**config.mk**
```make
export PLATFORM = sky130hd
export DESIGN_NAME = reset_clock_distribution
export DESIGN_NICKNAME = d
export VERILOG_FILES = /design/src/rcd_pkg.sv /design/src/reset_clock_distribution.sv
export SDC_FILE = /design/constraint.sdc
export NUM_CORES = 1
export LEC_CHECK = 0
export BUFFER_PORTS_ARGS = -buffer_cell sky130_fd_sc_hd__buf_2
export CAP_MARGIN = 40
export CORE_UTILIZATION = 35
export CTS_CLUSTER_SIZE = 8
export DETAILED_ROUTE_END_ITERATION = 10
export GPL_ROUTABILITY_DRIVEN = 0
export MAX_ROUTING_LAYER = met4
export PLACE_DENSITY = 0.6
export SLEW_MARGIN = 20
export SYNTH_ARGS = -nofsm -noshare
export SYNTH_HDL_FRONTEND = slang
export SYNTH_SLANG_ARGS = --single-unit
```
**constraint.sdc**
```tcl
create_clock -name clk -period 1.9 [get_ports clk]
set_clock_uncertainty 0.15 [all_clocks]
set_input_delay 0.57 -clock clk [delete_from_list [all_inputs] [get_ports clk]]
set_output_delay 0.57 -clock clk [all_outputs]
set_load 0.1 [all_outputs]
```
**src/rcd_pkg.sv**
```systemverilog
// constants, register map and carrier types for the reset and clock distribution block
package rcd_pkg;

    // ==========================================================
    // clocking
    localparam int CLK_MHZ = 125;
    localparam int USER_CLK_MHZ = 250;
    localparam int MEM_CLK_MHZ = 200;
    localparam int MEM_REF_MHZ = 200;
    localparam int FAST_MEM_MHZ = 800;
    localparam int HOST_REF_MHZ = 100;

    // ==========================================================
    // sizes
    localparam int NCH = 2;
    localparam int NPORTS = 4;
    localparam int CNT_W = 8;
    localparam int RATIO_W = 8;

    // ==========================================================
    // timing
    localparam int RELEASE_NS = 256;
    localparam int RELEASE_CYC = (RELEASE_NS * CLK_MHZ + 999) / 1000;
    localparam int BEAT_WINDOW_NS = 1000;
    localparam int BEAT_WINDOW_CYC = (BEAT_WINDOW_NS * CLK_MHZ) / 1000;

    // ==========================================================
    // register map, byte addresses
    localparam logic [4:0] OFS_CTRL = 5'h00;
    localparam logic [4:0] OFS_STATUS = 5'h04;
    localparam logic [4:0] OFS_EMPTY = 5'h08;
    localparam logic [4:0] OFS_SYNTH = 5'h0c;
    localparam logic [4:0] OFS_CHAN = 5'h10;

    // control bits
    localparam int CTRL_IC_RST = 0;
    localparam int CTRL_FORCE_USER = 1;
    // status bits
    localparam int ST_PIN = 0;
    localparam int ST_LINK = 1;
    localparam int ST_CALIB = 2;
    localparam int ST_UCLK = 3;
    localparam int ST_MCLK = 4;
    localparam int ST_DMA_RUN = 5;
    localparam int ST_USER_RUN = 6;
    localparam int ST_IC_RUN = 7;
    // ratio fields and channel fields
    localparam int SYNTH_DIV_LSB = 8;
    localparam int CHAN_C2H_LSB = 8;

    localparam logic [RATIO_W-1:0] MULT_RST = RATIO_W'(FAST_MEM_MHZ / MEM_REF_MHZ);
    localparam logic [RATIO_W-1:0] DIV_RST = 8'h01;

    // ==========================================================
    // carriers
    typedef struct packed {
        logic cyc;
        logic stb;
        logic we;
        logic [4:0] adr;
        logic [3:0] sel;
        logic [31:0] dat;
    } wb_req_s;

    typedef struct packed {
        logic ack;
        logic [31:0] dat;
    } wb_rsp_s;

    typedef struct packed {
        logic core_n;
        logic dma_n;
        logic ic_n;
        logic virtual_packet_fifo_n;
        logic raw_n;
    } rst_out_s;

endpackage

```
**src/reset_clock_distribution.sv**
```systemverilog
// reset and clock distribution with a classic wishbone register slave
// ==========================================================
// Function
// - card reset pin low holds endpoint, transceivers and memory controller in reset.
// - pin release lets those blocks start their own initialization directly.
// - endpoint link-up and memory calibration-done are raised when initialization completes.
// - user resets combine link-up with calibration-done; held until both report.
// - card reset pin is the primary reset and resets every block.
// - link loss resets dma, packet fifo and raw data only.
// - each dma channel gives active-low software reset per direction.
// - channel software reset resets packet fifo and raw data, nothing else.
// - 250 MHz wrapper clock serves dma, packet fifo and raw data.
// - 200 MHz memory clock serves packet fifo memory side and interconnect.
// - 800 MHz made in memory controller from 200 MHz via multiplier and divider.
// - one empty flag per packet fifo port for memory and preview fifos.
// - memory controller core reset follows the card reset pin.
module reset_clock_distribution
(
    // clock and reset
    input wire logic clk,
    input wire logic rst,
    // wishbone slave
    input wire rcd_pkg::wb_req_s wb_req,
    output rcd_pkg::wb_rsp_s wb_rsp,
    // pins and status from other blocks, all foreign
    input wire logic card_reset_pin_n,
    input wire logic link_up,
    input wire logic calib_done,
    input wire logic user_clk_beat,
    input wire logic mem_clk_beat,
    input wire logic [rcd_pkg::NCH-1:0] host_to_card_channel_reset_n,
    input wire logic [rcd_pkg::NCH-1:0] card_to_host_channel_reset_n,
    input wire logic [rcd_pkg::NPORTS-1:0] buffer_fifos_empty_flags,
    // derived resets
    output rcd_pkg::rst_out_s resets,
    output logic interconnect_memport_reset_n,
    // clock synthesizer ratios
    output logic [rcd_pkg::RATIO_W-1:0] synth_mult,
    output logic [rcd_pkg::RATIO_W-1:0] synth_div
);
    import rcd_pkg::*;

    // ==========================================================
    // state
    typedef struct packed {
        // two-stage synchronisers, stage one read by stage two only
        logic pin_s1;
        logic pin_s2;
        logic link_s1;
        logic link_s2;
        logic cal_s1;
        logic cal_s2;
        logic [NCH-1:0] h2c_s1;
        logic [NCH-1:0] h2c_s2;
        logic [NCH-1:0] c2h_s1;
        logic [NCH-1:0] c2h_s2;
        logic [NPORTS-1:0] empty_s1;
        logic [NPORTS-1:0] empty_s2;

        // beat edge detectors, a third stage for the edge
        logic ubeat_s1;
        logic ubeat_s2;
        logic ubeat_s3;
        logic mbeat_s1;
        logic mbeat_s2;
        logic mbeat_s3;

        // clock watchdogs
        logic [CNT_W-1:0] ubeat_cnt;
        logic [CNT_W-1:0] mbeat_cnt;
        logic uclk_alive;
        logic mclk_alive;

        // release stretchers, one per reset group except core
        logic [CNT_W-1:0] dma_cnt;
        logic [CNT_W-1:0] user_cnt;
        logic [CNT_W-1:0] ic_cnt;

        // software controls and synthesizer ratio
        logic ic_sw_rst;
        logic force_user;
        logic [RATIO_W-1:0] mult;
        logic [RATIO_W-1:0] div;

        // registered outputs
        rst_out_s outs;
        logic ic_out_n;
        wb_rsp_s rsp;
    } state_s;

    state_s state_r;
    state_s state_nxt;

    // counter end points, cut to the counter width on purpose
    localparam logic [CNT_W-1:0] REL_MAX = CNT_W'(RELEASE_CYC);
    localparam logic [CNT_W-1:0] BEAT_MAX = CNT_W'(BEAT_WINDOW_CYC);
    localparam logic [CNT_W-1:0] CNT_ONE = 8'h01;
    localparam logic [CNT_W-1:0] CNT_ZERO = 8'h00;

    // ==========================================================
    // helpers
    // hold clears the stretch, so assertion is immediate and release is counted
    function automatic logic [CNT_W-1:0] stretch(input logic hold, input logic [CNT_W-1:0] cnt);
        logic [CNT_W-1:0] r;
        r = cnt;
        if (hold)
        begin
            r = CNT_ZERO;
        end
        else if (cnt != REL_MAX)
        begin
            r = cnt + CNT_ONE;
        end
        return r;
    endfunction

    // a beat edge restarts the window; the window running out marks the clock dead
    function automatic logic [CNT_W-1:0] watch(input logic edge_seen, input logic [CNT_W-1:0] cnt);
        logic [CNT_W-1:0] r;
        r = cnt;
        if (edge_seen)
        begin
            r = CNT_ZERO;
        end
        else if (cnt != BEAT_MAX)
        begin
            r = cnt + CNT_ONE;
        end
        return r;
    endfunction

    // release only once the stretch has run out and no cause is left
    function automatic logic released(input logic hold, input logic [CNT_W-1:0] cnt);
        logic r;
        r = 1'b0;
        if (~hold && (cnt == REL_MAX))
        begin
            r = 1'b1;
        end
        return r;
    endfunction

    // ==========================================================
    // next state
    logic wb_hit;
    logic [31:0] rd_word;
    logic user_hold;
    logic dma_hold;
    logic ic_hold;
    logic chan_rst;

    always_comb
    begin
        state_nxt = state_r;

        // ==========================================================
        // synchronisers
        // two-stage synchronisers; stage one feeds only stage two
        state_nxt.pin_s1 = card_reset_pin_n;
        state_nxt.pin_s2 = state_r.pin_s1;
        state_nxt.link_s1 = link_up;
        state_nxt.link_s2 = state_r.link_s1;
        state_nxt.cal_s1 = calib_done;
        state_nxt.cal_s2 = state_r.cal_s1;
        state_nxt.h2c_s1 = host_to_card_channel_reset_n;
        state_nxt.h2c_s2 = state_r.h2c_s1;
        state_nxt.c2h_s1 = card_to_host_channel_reset_n;
        state_nxt.c2h_s2 = state_r.c2h_s1;
        state_nxt.empty_s1 = buffer_fifos_empty_flags;
        state_nxt.empty_s2 = state_r.empty_s1;
        state_nxt.ubeat_s1 = user_clk_beat;
        state_nxt.ubeat_s2 = state_r.ubeat_s1;
        state_nxt.ubeat_s3 = state_r.ubeat_s2;
        state_nxt.mbeat_s1 = mem_clk_beat;
        state_nxt.mbeat_s2 = state_r.mbeat_s1;
        state_nxt.mbeat_s3 = state_r.mbeat_s2;

        // ==========================================================
        // clock watchdogs
        // clock presence of the 250 MHz and 200 MHz domains
        state_nxt.ubeat_cnt = watch(state_r.ubeat_s2 ^ state_r.ubeat_s3, state_r.ubeat_cnt);
        state_nxt.mbeat_cnt = watch(state_r.mbeat_s2 ^ state_r.mbeat_s3, state_r.mbeat_cnt);
        state_nxt.uclk_alive = (state_r.ubeat_cnt != BEAT_MAX);
        state_nxt.mclk_alive = (state_r.mbeat_cnt != BEAT_MAX);
        // a beat that stops mid-run shows as a dead clock one window later

        // ==========================================================
        // reset causes
        // any channel in either direction pulling its reset low
        chan_rst = ~(&state_r.h2c_s2) | ~(&state_r.c2h_s2);

        // core blocks follow the pin alone and start as soon as it rises
        state_nxt.outs.core_n = state_r.pin_s2;

        // dma: pin or link loss, and needs its 250 MHz clock
        dma_hold = ~state_r.pin_s2;
        dma_hold = dma_hold | ~state_r.link_s2;
        dma_hold = dma_hold | ~state_r.uclk_alive;

        // packet fifo and raw data wait for link, calibration and both clocks
        user_hold = ~state_r.pin_s2;
        user_hold = user_hold | ~state_r.link_s2 | ~state_r.cal_s2;
        user_hold = user_hold | chan_rst;
        user_hold = user_hold | state_r.force_user;
        user_hold = user_hold | ~state_r.uclk_alive;
        user_hold = user_hold | ~state_r.mclk_alive;

        // interconnect: pin, software request or dead 200 MHz clock, never link or channel resets
        ic_hold = ~state_r.pin_s2;
        ic_hold = ic_hold | ~state_r.mclk_alive;
        ic_hold = ic_hold | state_r.ic_sw_rst;

        // ==========================================================
        // release stretchers
        // a one-cycle cause still restarts the full stretch, by intent
        state_nxt.dma_cnt = stretch(dma_hold, state_r.dma_cnt);
        state_nxt.user_cnt = stretch(user_hold, state_r.user_cnt);
        state_nxt.ic_cnt = stretch(ic_hold, state_r.ic_cnt);
        state_nxt.outs.dma_n = released(dma_hold, state_r.dma_cnt);
        state_nxt.outs.virtual_packet_fifo_n = released(user_hold, state_r.user_cnt);
        state_nxt.outs.raw_n = released(user_hold, state_r.user_cnt);
        state_nxt.outs.ic_n = released(ic_hold, state_r.ic_cnt);
        // the memory port reset is a second copy, so it needs no fan-out from outs
        state_nxt.ic_out_n = released(ic_hold, state_r.ic_cnt);

        // ==========================================================
        // wishbone slave, one wait state, ack for one cycle
        // ack blocks a hit in the acking cycle, so a held request is taken again every second cycle
        wb_hit = wb_req.cyc & wb_req.stb & ~state_r.rsp.ack;
        state_nxt.rsp.ack = wb_hit;

        // read mux, decoded from the live address
        rd_word = '0;
        unique case (wb_req.adr)
            OFS_CTRL:
            begin
                rd_word[CTRL_IC_RST] = state_r.ic_sw_rst;
                rd_word[CTRL_FORCE_USER] = state_r.force_user;
            end
            OFS_STATUS:
            begin
                rd_word[ST_PIN] = state_r.pin_s2;
                rd_word[ST_LINK] = state_r.link_s2;
                rd_word[ST_CALIB] = state_r.cal_s2;
                rd_word[ST_UCLK] = state_r.uclk_alive;
                rd_word[ST_MCLK] = state_r.mclk_alive;
                rd_word[ST_DMA_RUN] = state_r.outs.dma_n;
                rd_word[ST_USER_RUN] = state_r.outs.virtual_packet_fifo_n;
                rd_word[ST_IC_RUN] = state_r.outs.ic_n;
            end
            OFS_EMPTY:
            begin
                rd_word[NPORTS-1:0] = state_r.empty_s2;
            end
            OFS_SYNTH:
            begin
                rd_word[RATIO_W-1:0] = state_r.mult;
                rd_word[SYNTH_DIV_LSB +: RATIO_W] = state_r.div;
            end
            OFS_CHAN:
            begin
                rd_word[NCH-1:0] = state_r.h2c_s2;
                rd_word[CHAN_C2H_LSB +: NCH] = state_r.c2h_s2;
            end
            default:
            begin
                rd_word = '0;
            end
        endcase
        // read data stands until the next read, so a write leaves it alone
        if (wb_hit & ~wb_req.we)
        begin
            state_nxt.rsp.dat = rd_word;
        end

        // ==========================================================
        // register writes
        // writes land at the acking edge; unmapped writes are dropped
        if (wb_hit & wb_req.we & wb_req.sel[0])
        begin
            unique case (wb_req.adr)
                OFS_CTRL:
                begin
                    // software must see the empty flags first; not enforced here
                    state_nxt.ic_sw_rst = wb_req.dat[CTRL_IC_RST];
                    state_nxt.force_user = wb_req.dat[CTRL_FORCE_USER];
                end
                OFS_SYNTH:
                begin
                    state_nxt.mult = wb_req.dat[RATIO_W-1:0];
                end
                default:
                begin
                    state_nxt.ic_sw_rst = state_r.ic_sw_rst;
                end
            endcase
        end
        if (wb_hit & wb_req.we & wb_req.sel[1] & (wb_req.adr == OFS_SYNTH))
        begin
            state_nxt.div = wb_req.dat[SYNTH_DIV_LSB +: RATIO_W];
        end
    end

    // ==========================================================
    // registers
    always_ff @(posedge clk)
    begin
        if (rst)
        begin
            // every reset output comes up asserted
            state_r <= '0;
            // clocks count as dead until their first beat edge is seen
            state_r.ubeat_cnt <= BEAT_MAX;
            state_r.mbeat_cnt <= BEAT_MAX;
            // channel resets idle high, so no false channel reset follows rst
            state_r.h2c_s1 <= '1;
            state_r.h2c_s2 <= '1;
            state_r.c2h_s1 <= '1;
            state_r.c2h_s2 <= '1;
            // ratio starts at 800 MHz from the 200 MHz reference
            state_r.mult <= MULT_RST;
            state_r.div <= DIV_RST;
        end
        else
        begin
            state_r <= state_nxt;
        end
    end

    // ==========================================================
    // outputs, all straight from flip-flops
    // no logic after the registers, so pins change only on clk
    assign wb_rsp = state_r.rsp;
    assign resets = state_r.outs;
    assign interconnect_memport_reset_n = state_r.ic_out_n;
    assign synth_mult = state_r.mult;
    assign synth_div = state_r.div;

endmodule // reset_clock_distribution

```
==> qor.csv, run 1 <==
metric,value,unit
boundaryPins,114,
reg2reg_from,state_r[84]$_SDFFE_PP0N_,
n_fill_cell,1321,
track_usage,14.6,%
htree_levels,3,
clock_sinks,109,
path_clk_slew,0.07,ns
setup_violations,0,
clock.fmax,0.535,GHz
grt_antenna_before_repair,0,
p_per_area,963,nW/um^2
p_sw_share,30.2,%
final_hold_viol_count,0,
cts_root_buf,clkbuf_16,
seq_area_frac_synth,45.5,%
vias,3499,
post-cts-setup-buffers,0,
core_area,13300,um^2
fin_crit_sh,98.4,%
start_kind,flop,
syn_avg_cell_area,9.60,um^2
cts_tree,done,
die_y,119,um
pwr-share-seq,49.7,%
numCtsBuffers,9,
cpPeakStageDelay,0.44,ns
ctsHoldBuffers,0,
async_flop_share,0,%
worstPathCellList,buf_2,
drive_gt1_share,26.1,%
crit_path_top_delay_cell,buf_2,
dp_hpwl,7230,um
drt_iter0_markers,141,
ys_ff_latch,109,
synth_cells,500,
clock_latency,0.35,ns
status,finished clean,
vias_per_cell,4.73,
cp.arrival,1.15,ns
dpl_worst_slack,-0.0598,ns
initial_core_util,36.1,%
placed_area,5160,um^2
drv_cap,0,
end_kind,primary output,
relSlewSlack,59.9,%
area_delta_synth_final,14.2,%
first_pass_iters,5,
startpoint,synth_div[1]$_SDFFE_PP0P_,
row_count,42,
drc,0,
nets,628,
ys_types,52,
die_w,119,um
ant_nets,0,
setup_ws,0.0309,ns
final_cell_area,5480,um^2
min_path_type,flop to flop,
hold_ws,0.253,ns
clk_path_buf_depth,2,
tightest_slew,0.600,ns
first_global_vias,3269,
switchingPower,1590,uW
ys_warn_count,0,
crit_fanout,3,
path_class,flop to primary output,
min_from,state_nxt[117]$_SDFF_PP1_,
synth_ff_type,dfxtp_1,
p_clk_share,32.9,%
grt.overflow.total,0,
grt_max_degree,40,
avgRoutedWirePerCell,13.0,um
drt-total-wl,9580,um
p_int,3680,uW
slew_viol_final,0,
crit_family,buffers and inverters,
final_cell_mix,"dfxtp_1, buf_2, nor2_1",
p_leak,0.00238,uW
syn_area,4800,um^2
die_area,14200,um^2
p_comb_share,17.5,%
ir_worst_vdd,0.391,mV
fin_crit,1.87,ns
path_buf_inv,1,
io_buffers,79,
synth_edf_count,0,
grt_pass1_wl,15800,um
layout_commonest_cell,dfxtp_1,
crit_required,1.18,ns
num_antenna_cells,0,
[per-stage QoR]
| stage | util, % | instances | total power (uW) | setup TNS (ns) |
|---|---|---|---|---|
| finish | 41.2 | 739 | 5280 | 0 |
| global route | 41.2 | 739 | 5560 | -0.0340 |
| CTS | 41.0 | 739 | 5300 | 0 |
| detailed placement | 38.8 | 724 | 3560 | -0.932 |
| global placement | 38.8 | 724 | 3520 | -0.602 |
| floorplan | - | 515 | 3380 | 0 |
[worst paths after layout]
| check | slack [ns] | end | depth (start not counted) |
|---|---|---|---|
| worst max-delay path | 0.03 | synth_div[1] | 1 |
| worst min-delay path | 0.25 | state_r[117]$_SDFF_PP1_ | 1 |
| worst max register to register | 0.16 | state_r[85]$_SDFFE_PP1P_ | 6 |
| worst min register to register | 0.25 | state_r[117]$_SDFF_PP1_ | 1 |
[state kept, by name, summed over array words and instances (netlist names)]
signal,count
state_r,56
wb_rsp,17
state_nxt,16
synth_div,8
synth_mult,8
resets,3
interconnect_memport_reset_n,1
[layout make-up]
type                       instances  area [um^2]  area share, %
sequential                       109         2190           39.9
multi-input combinational        327         2160           39.4
timing repair buffer             103          611           11.1
clock buffer                       9          225           4.11
tap                              176          220           4.02
clock inverter                     6         48.8          0.890
inverter                           9         33.8          0.616
[synthesized netlist by cell type, types with 3 or more instances]
library cell / n / area, um^2
and3_1: 8 / 50.1
a21oi_1: 21 / 105
dfxtp_1: 109 / 2180
xor2_1: 17 / 149
ha_1: 10 / 125
o31ai_1: 6 / 45.0
and4_1: 4 / 35.0
xnor2_1: 10 / 87.6
mux2_2: 6 / 67.6
nor3_1: 5 / 25.0
a31oi_1: 6 / 37.5
or2_2: 11 / 68.8
nor2_1: 55 / 206
nand2_1: 18 / 67.6
buf_4: 57 / 428
nand3b_1: 4 / 30.0
clkbuf_1: 8 / 30.0
nand3_1: 27 / 135
nand4_1: 7 / 43.8
o21ai_0: 8 / 40.0
buf_2: 3 / 15.0
mux2i_1: 24 / 240
nor2b_1: 23 / 144
a22oi_1: 4 / 30.0
or3_1: 3 / 18.8
inv_1: 8 / 30.0
[layer usage]
metal | up-vias | routed length [um] | track usage, %
met5 | - | 0 | -
met3 | 6 | 394 | 4.50
li1 | 1774 | - | -
met2 | 82 | 4630 | 23.3
met4 | 0 | 119 | 4.43
met1 | 1637 | 4440 | 17.6
[logic make-up after synthesis]
kind of cell / count (synthesis) / synth area share, %
AND/OR/NAND/NOR: 187 / 22.1
other: 1 / 0.0782
XOR/XNOR: 27 / 4.93
buffers and inverters: 79 / 10.9
multiplexers: 30 / 6.41
flip-flops: 109 / 45.5
AO/OA/AOI/OAI: 57 / 7.56
adder cells (fa/ha/maj): 10 / 2.61
[what timing repair did]
item / CTS / global route
cloned: 0 / 0
setup endpoints to repair: 4 / 12
gates resized for setup: 4 / 14
[power groups by stage]
stage	Sequential (uW)	Clock [uW]	Combinational [uW]
floorplan	2610	0	771
global placement	2660	0	863
detailed placement	2670	0	897
CTS	2610	1790	902
global route	2650	1890	1030
finish	2620	1730	922
Power figures use the tool's default switching activity.
==> run 2, diff against run 1 <==
--- a/config.mk
+++ b/config.mk
@@ -12,4 +12,5 @@
 export DETAILED_ROUTE_END_ITERATION = 10
 export GPL_ROUTABILITY_DRIVEN = 0
+export GPL_TIMING_DRIVEN = 0
 export MAX_ROUTING_LAYER = met4
 export PLACE_DENSITY = 0.6
==> constraint.sdc (replaced) <==
create_clock -name clk -period 1.9 [get_ports clk]
set_clock_uncertainty 0.15 [all_clocks]
set_input_delay 0.38 -clock clk [delete_from_list [all_inputs] [get_ports clk]]
set_output_delay 0.38 -clock clk [all_outputs]
set_load 0.1 [all_outputs]
==> qor.csv, run 2 (synthesized netlist as in run 1, its figures left out) <==
metric,value,unit,change
clock_sinks,109,,unchanged
io_buffers,77,,-2.5%
register_area,2190,um^2,unchanged
path_buf_inv,2,,+1
crit_path_top_delay_cell,buf_2,,
crit_fanout,3,,unchanged
layoutNonFillerInstCount,782,,+5.8%
ant_nets,0,,unchanged
final_cell_mix,"dfxtp_1, buf_2, buf_4",,
n_fill_cell,1277,,-3.3%
row_count,42,,unchanged
multiInputGateArea,2160,um^2,+0.29%
hold_ws,0.0626,ns,-0.190 ns
reg2reg_from,state_r[92]$_SDFFE_PP0N_,,
dp.cells,768,,+6.1%
nets,672,,+7.0%
num_antenna_cells,0,,unchanged
dpl_worst_slack,-0.101,ns,-0.0411 ns
path_class,flop to primary output,,
clock_latency,0.34,ns,about the same
largest_reg_flops,56,,unchanged
cpPeakStageDelay,0.41,ns,-0.03 ns
avgRoutedWirePerCell,12.9,um,-0.70%
post-route-util,43.1,%,+1.9 points
die_y,119,um,unchanged
final_hold_viol_count,0,,unchanged
drc,0,,unchanged
rr_worst_depth,6,,unchanged
cts_repair_resize_count,0,,-4
cts_root_buf,clkbuf_16,,
min_path_type,input pin to flop,,
htree_levels,3,,unchanged
first_global_vias,3382,,+3.5%
setup_ws,0.0995,ns,+0.0685 ns
end_kind,primary output,,
grt_max_degree,17,,-57%
track_usage,15.3,%,+0.72 points
boundaryPins,114,,unchanged
status,finished clean,,
p_per_area,921,nW/um^2,-4.3%
hold_depth,2,,+1
relSlewSlack,58.0,%,-1.8 points
final_cell_area,5730,um^2,+4.6%
die_w,119,um,unchanged
layout_commonest_cell,dfxtp_1,,
path_clk_slew,0.07,ns,about the same
tightest_slew,0.629,ns,+0.0293 ns
r2r_end,state_r[92]$_SDFFE_PP0N_,,
grt.overflow.total,0,,unchanged
worstPathCellList,buf_4 > buf_2,,
post-cts-setup-buffers,0,,unchanged
grt_antenna_before_repair,0,,unchanged
min_from,host_to_card_channel_reset_n[0],,
hold_path_end,state_nxt[117]$_SDFF_PP1_,,
setup_violations,0,,unchanged
cts_tree,done,,
vias_per_cell,4.67,,-1.4%
placed_area,5460,um^2,+5.8%
grt_pass1_wl,16500,um,+4.2%
initial_core_util,36.1,%,unchanged
grt_setup_unrepaired,false,,
start_kind,flop,,
drt_iter0_markers,178,,+26%
fin_crit_sh,94.8,%,-3.6 points
crit_family,buffers and inverters,,
drt-total-wl,10100,um,+5.1%
regMostFlops,state_r,,
drv_cap,0,,unchanged
dp_hpwl,7570,um,+4.7%
numCtsBuffers,9,,unchanged
slew_viol_final,0,,unchanged
drive_gt1_share,29.9,%,+3.8 points
clk_path_buf_depth,2,,unchanged
die_area,14200,um^2,unchanged
ir_worst_vdd,0.431,mV,+10%
fin_crit,1.80,ns,-0.0685 ns
clock.fmax,0.555,GHz,+3.8%
ctsHoldBuffers,0,,unchanged
reg2reg_slack,0.15,ns,about the same
p_leak,0.00259,uW,+8.9%
area_delta_synth_final,19.5,%,
crit_required,1.37,ns,+0.19 ns
first_pass_iters,4,,-1
core_area,13300,um^2,unchanged
vias,3652,,+4.4%
cp.arrival,1.27,ns,+0.12 ns
## run 2: final cells by class
class | instances | share of cell area (%)
Sequential cell | 109 | 38.1
Inverter | 9 | 0.589
Multi-Input combinational cell | 327 | 37.7
Clock inverter | 4 | 0.480
Tap cell | 176 | 3.84
Buffer | 70 | 8.51
Clock buffer | 10 | 3.99
Timing Repair Buffer | 77 | 6.72
## run 2: worst reg2reg max path, stage by stage, from the launching register on
cell and delay, ns:
dfxtp_1 0.44, inv_1 0.07, ha_1 0.21, and3b_1 0.21, nand2_1 0.17, nor2_1 0.07
a2111oi_2 0.32
## run 2: how the worst max path moves through the flow
stage,startpoint,end,slack [ns],depth (start not counted)
2_1_floorplan,wb_req[38],state_r[55]$_SDFFE_PP0P_,0.22,5
3_3_place_gp,wb_req[38],synth_mult[7]$_SDFFE_PP0P_,-0.06,5
4_1_cts,state_r[92]$_SDFFE_PP0N_,state_r[92]$_SDFFE_PP0N_,0.06,6
6_report,synth_mult[1]$_SDFFE_PP0P_,synth_mult[1],0.1,2
3_5_place_dp,wb_req[38],synth_mult[6]$_SDFFE_PP0P_,-0.10,5
5_1_grt,state_r[92]$_SDFFE_PP0N_,state_r[92]$_SDFFE_PP0N_,0.03,6
## run 2: where the power goes
part	internal [uW]	total (uW)	switching [uW]	leakage (uW)
sequential	2440	2620	185	0.000889
clock	872	1680	806	0.000116
combinational	398	981	583	0.00158
total	3710	5280	1570	0.00259
## run 2: through the flow
step           power, uW  setup TNS (ns)
3_5_place_dp        3620           -1.37
3_3_place_gp        3580          -0.507
5_1_grt             5560               0
4_1_cts             5300               0
6_report            5280               0
2_1_floorplan       3380               0
## run 2: metal layers
metal  GRT usage, %  part of all wire [%]  vias up
met1           19.0                    46     1705
met4           7.04                   1.4        0
met5              -                     0        -
met2           24.2                    48       72
met3           2.87                   4.3        9
li1               -                     -     1866
==> run 3, diff against run 2 <==
Settings changed: PLACE_DENSITY 0.6 to 0.58.
Clock period 1.9 ns to 2.1 ns, I/O delays scaled along.
==> qor.csv, run 3 (synthesized netlist as in run 1, its figures left out) <==
metric,value,unit,change
status,finished clean,,
path_class,flop to primary output,,
hold_depth,2,,unchanged
boundaryPins,114,,unchanged
vias,3627,,-0.68%
cts_root_buf,clkbuf_16,,
clock_sinks,109,,unchanged
grt.overflow.total,0,,unchanged
clk_path_buf_depth,2,,unchanged
row_count,42,,unchanged
initial_core_util,36.1,%,unchanged
cp.arrival,1.27,ns,about the same
track_usage,15.7,%,+0.37 points
drv_cap,0,,unchanged
die_w,119,um,unchanged
multiInputGateArea,2160,um^2,-0.29%
timing.setup.tns,0,ns,unchanged
htree_levels,3,,unchanged
r2r_end,state_r[92]$_SDFFE_PP0N_,,
reg2reg_from,state_r[92]$_SDFFE_PP0N_,,
start_kind,flop,,
p_per_area,869,nW/um^2,-5.7%
die_area,14200,um^2,unchanged
die_y,119,um,unchanged
p_leak,0.00262,uW,+1.3%
core_area,13300,um^2,unchanged
startpoint,synth_mult[0]$_SDFFE_PP0P_,,
grt_setup_unrepaired,false,,
register_area,2180,um^2,-0.17%
nets,672,,unchanged
hold_path_end,state_nxt[114]$_SDFF_PP1_,,
drt-total-wl,10300,um,+2.7%
avgRoutedWirePerCell,13.2,um,+2.5%
dp_hpwl,7620,um,+0.71%
fin_crit,1.84,ns,
grt_max_degree,17,,unchanged
regMostFlops,state_r,,
relSlewSlack,56.6,%,-1.4 points
tightest_slew,0.650,ns,+0.0211 ns
io_buffers,77,,unchanged
num_antenna_cells,0,,unchanged
largest_reg_flops,56,,unchanged
crit_fanout,3,,unchanged
grt_pass1_wl,16900,um,+2.6%
numCtsBuffers,9,,unchanged
drc,0,,unchanged
area_delta_synth_final,20.5,%,
ctsHoldBuffers,0,,unchanged
path_clk_slew,0.07,ns,about the same
p_total,5030,uW,-4.9%
vias_per_cell,4.63,,-0.81%
fin_crit_sh,87.8,%,
clock.fmax,0.542,GHz,
crit_required,1.53,ns,+0.16 ns
layout_commonest_cell,dfxtp_1,,
ir_worst_vdd,0.423,mV,-1.8%
slew_viol_final,0,,unchanged
rr_worst_depth,6,,unchanged
first_global_vias,3399,,+0.50%
ant_nets,0,,unchanged
end_kind,primary output,,
first_pass_iters,4,,unchanged
grt_antenna_before_repair,0,,unchanged
n_fill_cell,1311,,+2.7%
cts_repair_resize_count,0,,unchanged
final_hold_viol_count,0,,unchanged
reg2reg_slack,0.28,ns,+0.13 ns
drt_iter0_markers,181,,+1.7%
post-cts-setup-buffers,0,,unchanged
min_path_type,input pin to flop,,
final_cell_mix,"dfxtp_1, buf_2, buf_4",,
min_from,card_to_host_channel_reset_n[1],,
cts_tree,done,,
clock_latency,0.34,ns,about the same
drive_gt1_share,29.3,%,-0.54 points
setup_violations,0,,unchanged
## run 3: metal layers
| metal | share of wire [%] | GRT usage (%) |
|---|---|---|
| met5 | 0 | - |
| met4 | 0.99 | 4.27 |
| met3 | 5.3 | 4.50 |
| met2 | 49 | 25.5 |
| met1 | 45 | 18.9 |
## run 3: worst max-delay path: stages, from the launching register on
cell and delay [ns]:
dfxtp_1 0.39, buf_4 0.13, buf_2 0.41
## run 3: worst max-delay path by stage
stage,endpoint,slack (ns),cells past startpoint
4_1_cts,state_r[74]$_SDFFE_PP0N_,0.20,6
6_report,synth_mult[0],0.26,2
3_3_place_gp,synth_mult[3]$_SDFFE_PP0P_,0.08,5
5_1_grt,state_r[84]$_SDFFE_PP0N_,0.13,6
2_1_floorplan,resets[2],0.16,1
3_5_place_dp,synth_mult[5]$_SDFFE_PP0P_,0.02,5
## run 3: final cells by class
cell class	instances	share of cell area, %
Sequential cell	109	37.7
Inverter	9	0.584
Timing Repair Buffer	77	6.67
Clock buffer	11	4.20
Buffer	70	8.44
Multi-Input combinational cell	327	37.3
Clock inverter	4	1.26
Tap cell	176	3.81
## run 3: report_power, final
group	internal [uW]	leakage (uW)	switching (uW)	total (uW)
Clock	1070	0.000152	716	1780
Sequential	2200	0.000889	171	2370
Combinational	350	0.00158	519	869
Total	3620	0.00262	1410	5030
## run 3: metrics by stage
step / instance area [um^2] / utilization, % / setup slack, ns / cells / hold WS (ns)
after floorplan: 4850 / - / 0.160 / 515 / 0.239
after global placement: 5460 / 41.1 / 0.0808 / 768 / 0.253
after detailed placement: 5460 / 41.1 / 0.0168 / 768 / 0.253
after CTS: 5780 / 43.4 / 0.198 / 783 / 0.0940
after global routing: 5780 / 43.5 / 0.131 / 783 / 0.0983
final: 5780 / 43.5 / 0.256 / 783 / 0.105
